===== src/verilog/cwsrs_defines.svh =====
// Timing counts, widths and reset values for the reset sequencer
`ifndef CWSRS_DEFINES_SVH
`define CWSRS_DEFINES_SVH

`define CWSRS_CLK_PERIOD_NS    25
`define CWSRS_LOCK_MAX_US      10
`define CWSRS_LOCK_CYCLES      ((`CWSRS_LOCK_MAX_US * 1000) / `CWSRS_CLK_PERIOD_NS)
`define CWSRS_PLL_SETTLE_CYCLES 64
`define CWSRS_WARM_SETTLE_CYCLES 8
`define CWSRS_WDOG_HOLD_REFCLK 24
`define CWSRS_STRAP_WIDTH      16
`define CWSRS_STRAP_RESET      16'h0000
`define CWSRS_WARM_FLAG_BIT    4
`define CWSRS_TSTAT_WIDTH      8
`define CWSRS_CNT_WIDTH        12

`endif


===== src/verilog/cwsrs_pkg.sv =====
// Types shared by the reset sequencer files
package cwsrs_pkg;

    // Phase of the reset sequence
    typedef enum logic [2:0] {
        CWSRS_COLD_HOLD,
        CWSRS_WARM_HOLD,
        CWSRS_PLL_WAIT,
        CWSRS_LOCK_WAIT,
        CWSRS_RUN
    } cwsrs_state_e;

    // Synchronised view of the reset inputs
    typedef struct packed {
        logic pwron_rst_n;
        logic hw_rst_n;
    } cwsrs_rst_s;

    // Reset outputs to the rest of the chip
    typedef struct packed {
        logic pll_rst;
        logic core_rst;
        logic boot_go;
    } cwsrs_ctl_s;

endpackage


===== src/verilog/cwsrs_top.sv =====
// Cold, warm and soft reset sequencer with lock output and strap capture
`timescale 1ns/1ps
`include "cwsrs_defines.svh"

// What this block does
// [RULE_01] Cold reset clears everything including PLL; the code keeps strap_cfg until the hardware reset release edge
// [RULE_02] Board holds power-on reset low 2000 ns
// [RULE_03] Hardware reset held 10 ns past power-on
// [RULE_04] Hardware reset low whenever power-on reset low
// [RULE_05] Lock output high within 10 us
// [RULE_06] Boot waits for lock output high
// [RULE_07] Straps valid 50 ns before reset release
// [RULE_08] Straps held 0 to 20 ns around lock
// [RULE_09] Warm reset only after cold reset completes
// [RULE_10] Hardware reset alone keeps PLL running
// [RULE_11] Warm reset pulse at least 500 ns
// [RULE_12] Watchdog timeout gives internal soft warm reset
// [RULE_13] Warm flag bit 4 set by soft reset
// [RULE_14] Lock drops at once on any reset
// [RULE_15] Lock low 24 ref clocks after watchdog
// [RULE_16] Straps captured at hardware reset release
// [RULE_17] Reset releases synchronised before lock counting
module cwsrs_top
    import cwsrs_pkg::*;
#(
    parameter int STRAP_W    = `CWSRS_STRAP_WIDTH,
    parameter int PLL_CYC    = `CWSRS_PLL_SETTLE_CYCLES,
    parameter int WARM_CYC   = `CWSRS_WARM_SETTLE_CYCLES,
    parameter int WDOG_CYC   = `CWSRS_WDOG_HOLD_REFCLK
) (
    input  wire logic                sys_clk,
    input  wire logic                srst,
    input  wire logic                pwron_rst_n,
    input  wire logic                hw_rst_n,
    input  wire logic                wdog_timeout,
    input  wire logic [STRAP_W-1:0]  expansion_address_straps,
    output logic                     lock_ready,
    output logic                     pll_rst,
    output logic                     core_rst,
    output logic                     boot_go,
    output logic [STRAP_W-1:0]       strap_cfg,
    output logic [`CWSRS_TSTAT_WIDTH-1:0] timer_status
);

    // Limit on the lock wait; the counter must never exceed it
    localparam logic [`CWSRS_CNT_WIDTH-1:0] LOCK_MAX =
        `CWSRS_CNT_WIDTH'(`CWSRS_LOCK_CYCLES - 1);

    cwsrs_rst_s                  pins_s;     // Synchronised pins
    logic [1:0]                  sync_vec;   // Raw synchroniser output
    logic [STRAP_W-1:0]          strap_m_q;  // Strap first stage
    logic [STRAP_W-1:0]          strap_s_q;  // Strap second stage
    logic [STRAP_W-1:0]          strap_m_d;
    logic [STRAP_W-1:0]          strap_s_d;

    cwsrs_state_e                state_q;    // Sequence phase
    cwsrs_state_e                state_d;
    logic [`CWSRS_CNT_WIDTH-1:0] cnt_q;      // Phase timer
    logic [`CWSRS_CNT_WIDTH-1:0] cnt_d;
    logic                        hw_prev_q;  // Last synced reset level
    logic                        hw_prev_d;
    logic                        soft_q;     // Sticky warm-reset flag
    logic                        soft_d;
    logic [STRAP_W-1:0]          cfg_q;      // Captured straps
    logic [STRAP_W-1:0]          cfg_d;
    logic                        lock_q;     // Lock/ready output
    logic                        lock_d;
    logic                        wd_hold_q;  // Soft reset delay in force
    logic                        wd_hold_d;
    cwsrs_ctl_s                  ctl_q;      // Registered reset outputs
    cwsrs_ctl_s                  ctl_d;
    logic                        hw_rise;    // Reset pin release edge

    // Both reset pins cross into sys_clk before any decision
    cwsrs_sync #(
        .WIDTH    (2)
    ) u_sync (
        .sys_clk  (sys_clk),
        .srst     (srst),
        .async_in ({pwron_rst_n, hw_rst_n}),
        .sync_out (sync_vec)
    ); // [RULE_17]

    assign pins_s  = sync_vec;
    assign hw_rise = pins_s.hw_rst_n & ~hw_prev_q;

    // Straps are static pins, still double-flopped before capture
    always_comb begin
        strap_m_d = expansion_address_straps;
        strap_s_d = strap_m_q;
    end

    // Main sequencer next-state logic
    always_comb begin
        state_d   = state_q;
        cnt_d     = cnt_q;
        hw_prev_d = pins_s.hw_rst_n;
        soft_d    = soft_q;
        cfg_d     = cfg_q;
        lock_d    = lock_q;
        wd_hold_d = wd_hold_q;
        ctl_d     = ctl_q;

        // Straps latched on release edge of hardware reset
        if (hw_rise) begin
            cfg_d = strap_s_q; // [RULE_16]
        end

        if (!pins_s.pwron_rst_n) begin
            // Cold reset: everything down, PLL included
            state_d   = CWSRS_COLD_HOLD; // [RULE_01]
            lock_d    = 1'b0;            // [RULE_14]
            soft_d    = 1'b0;            // [RULE_13]
            wd_hold_d = 1'b0;
            cnt_d     = '0;
            ctl_d     = '{pll_rst: 1'b1, core_rst: 1'b1, boot_go: 1'b0};
        end else if (!pins_s.hw_rst_n) begin
            // Warm reset: core down, PLL left running after a cold one
            if (state_q != CWSRS_COLD_HOLD && state_q != CWSRS_PLL_WAIT) begin
                state_d = CWSRS_WARM_HOLD; // [RULE_10]
                ctl_d.pll_rst = 1'b0;
            end
            lock_d    = 1'b0;              // [RULE_14]
            soft_d    = 1'b0;              // [RULE_13]
            wd_hold_d = 1'b0;
            cnt_d     = '0;
            ctl_d.core_rst = 1'b1;
            ctl_d.boot_go  = 1'b0;
        end else if (wdog_timeout && state_q == CWSRS_RUN) begin
            // Soft reset: no pin activity, core down as warm, but flag set, straps kept, 24-cycle hold
            state_d   = CWSRS_LOCK_WAIT;   // [RULE_12]
            lock_d    = 1'b0;              // [RULE_14]
            soft_d    = 1'b1;              // [RULE_13]
            wd_hold_d = 1'b1;
            cnt_d     = '0;
            ctl_d.core_rst = 1'b1;
            ctl_d.boot_go  = 1'b0;
        end else begin
            unique case (state_q)
                CWSRS_COLD_HOLD: begin
                    // Pins both released: start PLL settling
                    state_d = CWSRS_PLL_WAIT;
                    ctl_d.pll_rst = 1'b0;
                    cnt_d = '0;
                end
                CWSRS_WARM_HOLD: begin
                    // PLL already locked, only short core settle
                    state_d = CWSRS_LOCK_WAIT;
                    cnt_d = '0;
                end
                CWSRS_PLL_WAIT: begin
                    cnt_d = cnt_q + 1'b1;
                    if (cnt_q == `CWSRS_CNT_WIDTH'(PLL_CYC - 1)) begin
                        state_d = CWSRS_LOCK_WAIT;
                        cnt_d   = '0;
                    end
                end
                CWSRS_LOCK_WAIT: begin
                    // Watchdog path holds 24 ref clocks, warm a few;
                    // either stays well under the 10 us ceiling
                    cnt_d = cnt_q + 1'b1;
                    if ((wd_hold_q &&
                         cnt_q == `CWSRS_CNT_WIDTH'(WDOG_CYC - 1)) ||
                        (!wd_hold_q &&
                         cnt_q == `CWSRS_CNT_WIDTH'(WARM_CYC - 1)) ||
                        cnt_q == LOCK_MAX) begin
                        state_d = CWSRS_RUN;  // [RULE_15]
                        lock_d  = 1'b1;       // [RULE_05]
                        wd_hold_d = 1'b0;
                        ctl_d.core_rst = 1'b0;
                        cnt_d   = '0;
                    end
                end
                CWSRS_RUN: begin
                    // Boot only once lock is already high
                    ctl_d.boot_go = lock_q; // [RULE_06]
                end
            endcase
        end
    end

    // Register all sequencer state
    always_ff @(posedge sys_clk) begin
        if (srst) begin
            strap_m_q <= `CWSRS_STRAP_RESET;
            strap_s_q <= `CWSRS_STRAP_RESET;
            state_q   <= CWSRS_COLD_HOLD;
            cnt_q     <= '0;
            hw_prev_q <= 1'b0;
            soft_q    <= 1'b0;
            cfg_q     <= `CWSRS_STRAP_RESET;
            lock_q    <= 1'b0;
            wd_hold_q <= 1'b0;
            ctl_q     <= '{pll_rst: 1'b1, core_rst: 1'b1, boot_go: 1'b0};
        end else begin
            strap_m_q <= strap_m_d;
            strap_s_q <= strap_s_d;
            state_q   <= state_d;
            cnt_q     <= cnt_d;
            hw_prev_q <= hw_prev_d;
            soft_q    <= soft_d;
            cfg_q     <= cfg_d;
            lock_q    <= lock_d;
            wd_hold_q <= wd_hold_d;
            ctl_q     <= ctl_d;
        end
    end

    // Outputs straight from flops
    assign lock_ready = lock_q;
    assign pll_rst    = ctl_q.pll_rst;
    assign core_rst   = ctl_q.core_rst;
    assign boot_go    = ctl_q.boot_go;
    assign strap_cfg  = cfg_q;

    // Timer status: only the warm-reset flag is owned here
    always_comb begin
        timer_status = '0;
        timer_status[`CWSRS_WARM_FLAG_BIT] = soft_q; // [RULE_13]
    end

endmodule // cwsrs_top


===== src/verilog/cwsrs_sync.sv =====
// Two-flop synchroniser for asynchronous active-low reset pins
`timescale 1ns/1ps
`include "cwsrs_defines.svh"

module cwsrs_sync
    import cwsrs_pkg::*;
#(
    parameter int WIDTH = 2
) (
    input  wire logic             sys_clk,
    input  wire logic             srst,
    input  wire logic [WIDTH-1:0] async_in,
    output logic      [WIDTH-1:0] sync_out
);

    logic [WIDTH-1:0] meta_q;  // First stage, read only by second stage
    logic [WIDTH-1:0] meta_d;
    logic [WIDTH-1:0] sync_q;  // Second stage, safe for logic
    logic [WIDTH-1:0] sync_d;

    // Next values: shift the pin through two stages
    always_comb begin
        meta_d = async_in;
        sync_d = meta_q;
    end

    // Reset to zero so the chip sits in reset until pins are seen high
    always_ff @(posedge sys_clk) begin
        if (srst) begin
            meta_q <= '0;
            sync_q <= '0;
        end else begin
            meta_q <= meta_d;
            sync_q <= sync_d;
        end
    end

    assign sync_out = sync_q;

endmodule // cwsrs_sync


===== config.mk =====
export PLATFORM = sky130hd
export DESIGN_NAME = cwsrs_top
export DESIGN_NICKNAME = d
export VERILOG_FILES = /design/src/verilog/cwsrs_pkg.sv /design/src/verilog/cwsrs_top.sv /design/src/verilog/cwsrs_sync.sv
export VERILOG_INCLUDE_DIRS = /design/src /design/src/verilog
export SDC_FILE = /design/constraint.sdc
export NUM_CORES = 1
export LEC_CHECK = 0
export BUFFER_PORTS_ARGS = -buffer_cell sky130_fd_sc_hd__buf_4
export CAP_MARGIN = 15
export CORE_MARGIN = 2
export CORE_UTILIZATION = 45
export CTS_CLUSTER_SIZE = 28
export DETAILED_ROUTE_END_ITERATION = 7
export HOLD_SLACK_MARGIN = 0.08
export MAX_ROUTING_LAYER = met4
export PLACE_DENSITY = 0.67
export SYNTH_ARGS = -nofsm -noshare
export SYNTH_HDL_FRONTEND = slang
export SYNTH_SLANG_ARGS = --single-unit

===== constraint.sdc =====
create_clock -name sys_clk -period 3.77 [get_ports sys_clk]
set_input_delay 0.754 -clock sys_clk [delete_from_list [all_inputs] [get_ports sys_clk]]
set_output_delay 0.754 -clock sys_clk [all_outputs]
set_load 0.02 [all_outputs]

======== After elaboration in Yosys (flattened, before gate mapping) ========
Cells that the tools add are included.
storage, ports and cells
  word-level logic and storage cells ...... 74
  input bits .............................. 21
  register bits after elaboration ......... 74
  output and inout port bits .............. 28
cells by class
  equality and inequality tests ........... 14
  add/sub/neg operators ................... 1
  bitwise logic cells ..................... 4
  reduce and logical (&&, ||, !) cells .... 21
  mux-type cells .......................... 20
operator list
  operator                 count
  $pmux W12 S3             1
  $mux W12                 2
  $mux W3                  6
  $add A12 B1 Y12 const B  1
  $eq A12 B3 Y1 const B    1
  $eq A12 B5 Y1 const B    1
  $eq A12 B6 Y1 const B    1
  $eq A12 B9 Y1 const B    1
  $pmux W3 S4              1
  $mux W1                  9
  $ne A4 B4 Y1 const B     2
  $eq A3 B2 Y1 const B     2
  $ne A6 B6 Y1 const B     1
  $reduce_bool A2 Y1       3
  $reduce_bool A3 Y1       2
  $logic_and A1 B1 Y1      4
  $ne A2 B2 Y1 const B     2
  $reduce_and A2 Y1        2
  $reduce_and A4 Y1        1
  $reduce_or A2 Y1         2
  $reduce_or A4 Y1         1
  $eq A3 B1 Y1 const B     1
  $eq A3 B3 Y1 const B     1
  $logic_not A3 Y1         1
  other kinds (8)          11

======== Logic depth before layout (Yosys ltp) ========
  depth after elaboration ................. 8
  gate-level depth with buffers ........... 6
  mapped depth without buffers ............ 6

======== By module ========
A second synthesis with hierarchy kept.
second synthesis, totals
  cell total of the unflattened synthesis .. 305
  area, all modules ....................... 2,755.1 um^2
modules (own cells, without submodules)
  module      instances  cells an instance  sequential area each (um^2)  area an instance (um^2)
  cwsrs_top   1          297                1,401.3                      2,650.0
  cwsrs_sync  1          8                  80.1                         105.1

======== Worst setup path before layout ========
Ideal clock, no wire load.
  kind .................................... input -> register
  start ................................... input srst
  end ..................................... register cnt_q[10]
  cell stages on the path ................. 5
  data required time ...................... 3.706 ns
  data arrival time ....................... 1.613 ns
  setup time .............................. 0.064 ns
  path slack .............................. 2.093 ns
  buffers on the path ..................... 1
  path through ............................ clkbuf_1 -> nor2b_1 -> and3_1 -> o31ai_4 -> nor2_1
on the way
  cells in the longest elaborated chain, start to end .. 1
ends and longest elaborated chain
  item                        line              source
  start: declaration          cwsrs_top.sv:32   input wire logic srst,
  $reduce_or A4 Y1 (no line)  n/a
  end signal: assignment      cwsrs_top.sv:199  cnt_q <= cnt_d;
  end: declaration            cwsrs_top.sv:58   logic [`CWSRS_CNT_WIDTH-1:0] cnt_q;
No other way between the ends.
A chain may end at the register's enable or synchronous reset.

======== Worst setup path in the final report ========
  start ................................... register state_q[2]
  end ..................................... register state_q[2]
on the way
  cells in the longest elaborated chain, start to end .. 4
  elaborated cells between the ends (all ways) .. 17
  those cells by class .................... eq/ne: 8; mux: 3; reduce/logical: 6
ends and longest elaborated chain
  item                                                    line              source
  start: declaration                                      cwsrs_top.sv:56   cwsrs_state_e state_q;
  start signal: assignment                                cwsrs_top.sv:198  state_q <= state_d;
  $eq A3 B3 Y1 (tied with other cells)                    cwsrs_top.sv:129  end else if (wdog_timeout && state_q == CWSRS_RUN) begin
  $logic_and A1 B1 Y1 (tied with other cells)             cwsrs_top.sv:129
  $ne A6 B6 Y1 (no line) (tied with other cells)          n/a
  $reduce_and A4 Y1 (no line) or $mux W3 (tied branches)  n/a
Parallel ways exist; a longest one is shown, timed or not.

==> qor.csv <==
metric,value,unit
outcome,"complete, no violations",
ys.flop_type,dfxtp_1,
gr-usage-all-layers,0.1533,
routed_wl,4.572,mm
cts-root-buf,clkbuf_8,
start_kind,flip-flop,
fillers,548,
hold-path-cell-count,2,
timing.rr.start,state_q[2]$_SDFFE_PP0P_,
max-cap-violations,0,
synth_area_per_cell,9.406,um2
ys_seq_elements,74,
r2r_slack,1.86,ns
netlist_area,0.002709,mm2
hpwl,3.028,mm
cp_slowest_cell,dfxtp_1,
port_buffers,41,
rsz0062_at_grt,no,
seqPwrFrac,0.537,
hold_start,strap_s_q[1]$_SDFF_PP0_,
firstDrtPassIters,4,
synth-edff-count,0,
htree_levels,3,
design_area,0.003219,mm2
yosys_warnings,0,
p_switching,0.0003526,W
drv_slew,0,
crit_type,reg2reg,
hold_violations,0,
cpPeakStageDelay,0.86,ns
synth_common_cells,"dfxtp_1 (74), nand2_1 (50), nor2b_1 (42)",
drive_gt1_frac,0.2012,
cts_setup_buffers,0,
max_freq,0.5224,GHz
chipHeight,81.59,um
cts_resized,0,
hp-class,reg2reg,
vias_per_cell,4.779,
fin_nets,345,
crit_required,4.03,ns
cts_buffer_depth,2,
critPathMaxFanout,22,
worstRegToRegCells,5,
fp.dieW,81.59,um
drc,0,
crit_chain,"or3_1, o21ai_0, a31oi_2, a31oi_1, a211oi_1",
grt_max_degree,56,
finish.utilization,0.5470,
grt_pass1_vias,1618,
r2r-end,state_q[2]$_SDFFE_PP0P_,
comb_power_share,0.039,
cts_tree,yes,
synth_top_area_cell,dfxtp_1,
worst-path-buf-inv,0,
clock_sinks,74,
whs,0.4339,ns
p_per_area,466.4,mW/mm2
p_leak,1.225,nW
detail_route.iter0.violations,134,
finalClockSkew,0.005318,ns
cellInternalPower,0.001149,W
postSynthCellCount,288,
ys_seq_area_frac,0.5469,
setup_viol,0,
start_util,0.4602,
n_antenna_cell,0,
finalCriticalPeriod,1.914,ns
setup_tns,0,ns
ir_drop,295.8,uV
synth.area.top_cells,"dfxtp_1 (55%), nor2b_1 (9.7%), nand2_1 (6.9%), a21oi_1 (4.2%), buf_4 (2.2%)",
place_congestion,0.8141,
max-slew-margin-rel,0.2436,
grt_pass1_wl,7.445,mm
avgRoutedWirePerCell,11.34,um
yosys.area.top_type_share,0.5469,
min_to,strap_cfg[1]$_SDFFE_PP0P_,
placed_cell_area,0.003012,mm2
yosysUniqueCellTypes,44,
vias,1926,
async_reset_ff_frac,0,
die-area,0.006656,mm2
drtAntennaViolNets,0,
end_kind,flip-flop,
clk_pin_slew_worst_paths,0.08,ns
cp_data_arrival_time,2.17,ns
num_rows,28,
io_pins,49,
antenna_found_initial,0,
swShare,0.2348,
area_growth,18.85,%
crit_family,flip-flops,
period_share,0.5078,
yosysMostFrequentCell,dfxtp_1,
grt_overflow,0,
max_slew.worst_pin.slew,1.132,ns
numCtsBuffers,9,
clock_power_share,0.423,
clock_latency,0.34,ns
core_area,0.005886,mm2
cts_hold_buf,0,
total_power,0.001502,W
-- worst max path at each step --
stage | startpoint | to | slack [ns] | depth (start not counted)
CTS | u_sync.sync_out[0]$_SDFF_PP0_ | strap_cfg[3]$_SDFFE_PP0P_ | 1.88 | 3
floorplan | srst | cnt_q[10]$_SDFFE_PP0P_ | 2.09 | 5
finish | state_q[2]$_SDFFE_PP0P_ | state_q[2]$_SDFFE_PP0P_ | 1.86 | 5
detailed placement | srst | cnt_q[5]$_SDFFE_PP0P_ | 1.72 | 4
global route | u_sync.sync_out[0]$_SDFF_PP0_ | strap_cfg[7]$_SDFFE_PP0P_ | 1.68 | 3
global placement | srst | cnt_q[5]$_SDFFE_PP0P_ | 1.80 | 4
-- per-stage QoR --
stage	instances	worst slack (ns)
final	403	1.856
after global routing	403	1.682
after global placement	387	1.802
after detailed placement	387	1.723
after CTS	403	1.882
after floorplan	294	2.093
-- power by group through the flow --
stage | Combinational [W] | Clock [W] | Sequential [W]
2_1_floorplan | 0.0000421 | 0 | 0.000826
3_3_place_gp | 0.0000592 | 0 | 0.000825
3_5_place_dp | 0.0000600 | 0 | 0.000826
4_1_cts | 0.0000603 | 0.000656 | 0.000807
5_1_grt | 0.0000660 | 0.000693 | 0.000809
6_report | 0.0000593 | 0.000635 | 0.000807
-- state kept, by name, summed over array words and instances, names as in the netlist --
| register | count |
|---|---|
| strap_cfg | 16 |
| strap_m_q | 16 |
| strap_s_q | 16 |
| cnt_q | 12 |
| state_q | 3 |
| u_sync.meta_q | 2 |
| u_sync.sync_out | 2 |
| boot_go | 1 |
| core_rst | 1 |
| hw_prev_q | 1 |
| lock_ready | 1 |
| pll_rst | 1 |
| soft_q | 1 |
| wd_hold_q | 1 |
-- layout by cell type (no fill, tap or decap), types with 2 or more instances in the layout --
cell type,count
a211oi_1,2
a21oi_1,23
a31oi_1,2
buf_4,41
clkbuf_8,9
conb_1,7
dfxtp_1,74
inv_1,2
inv_6,4
nand2_1,50
nand2b_1,2
nand3_1,5
nand3b_1,2
nand4_1,3
nand4b_1,2
nor2_1,11
nor2b_1,42
nor3_1,4
nor3b_1,4
o211ai_1,2
o21ai_0,5
o22ai_1,2
xnor2_1,2
xor2_1,6
-- per-layer routing --
metal | vias up | wire length (um) | global-route usage
li1 | 1010 | - | -
met1 | 870 | 2292 | 0.2014
met2 | 38 | 2031 | 0.2115
met3 | 8 | 158 | 0.04066
met4 | 0 | 89 | 0.09000
met5 | - | 0 | -
-- logic make-up after synthesis --
group	Yosys count	synth area share
other cells	1	0.001384
buf+inv	25	0.04758
xor+xnor	8	0.02587
flops	74	0.5469
simple gates	135	0.2661
mux	1	0.003695
fa+ha+maj	1	0.004618
compound gates	43	0.1039
-- tightest hold or removal path: cells and delay by family (launching register included) --
family | cells | cell delay (ns)
DFF | 1 | 0.30
AOI/OAI and AO/OA | 1 | 0.05
and+or+nand+nor | 1 | 0.05
-- cell type report --
type | instances | area (um2) | area share
clock buffer | 9 | 123.9 | 0.03848
clock inverter | 7 | 83.83 | 0.02604
inverter | 2 | 7.507 | 0.002332
multi-input combinational | 195 | 1121 | 0.3482
sequential | 74 | 1481 | 0.4602
tap | 75 | 93.84 | 0.02915
timing repair buffer | 41 | 307.8 | 0.09561
Note: power is estimated with default switching activity, not from simulation.
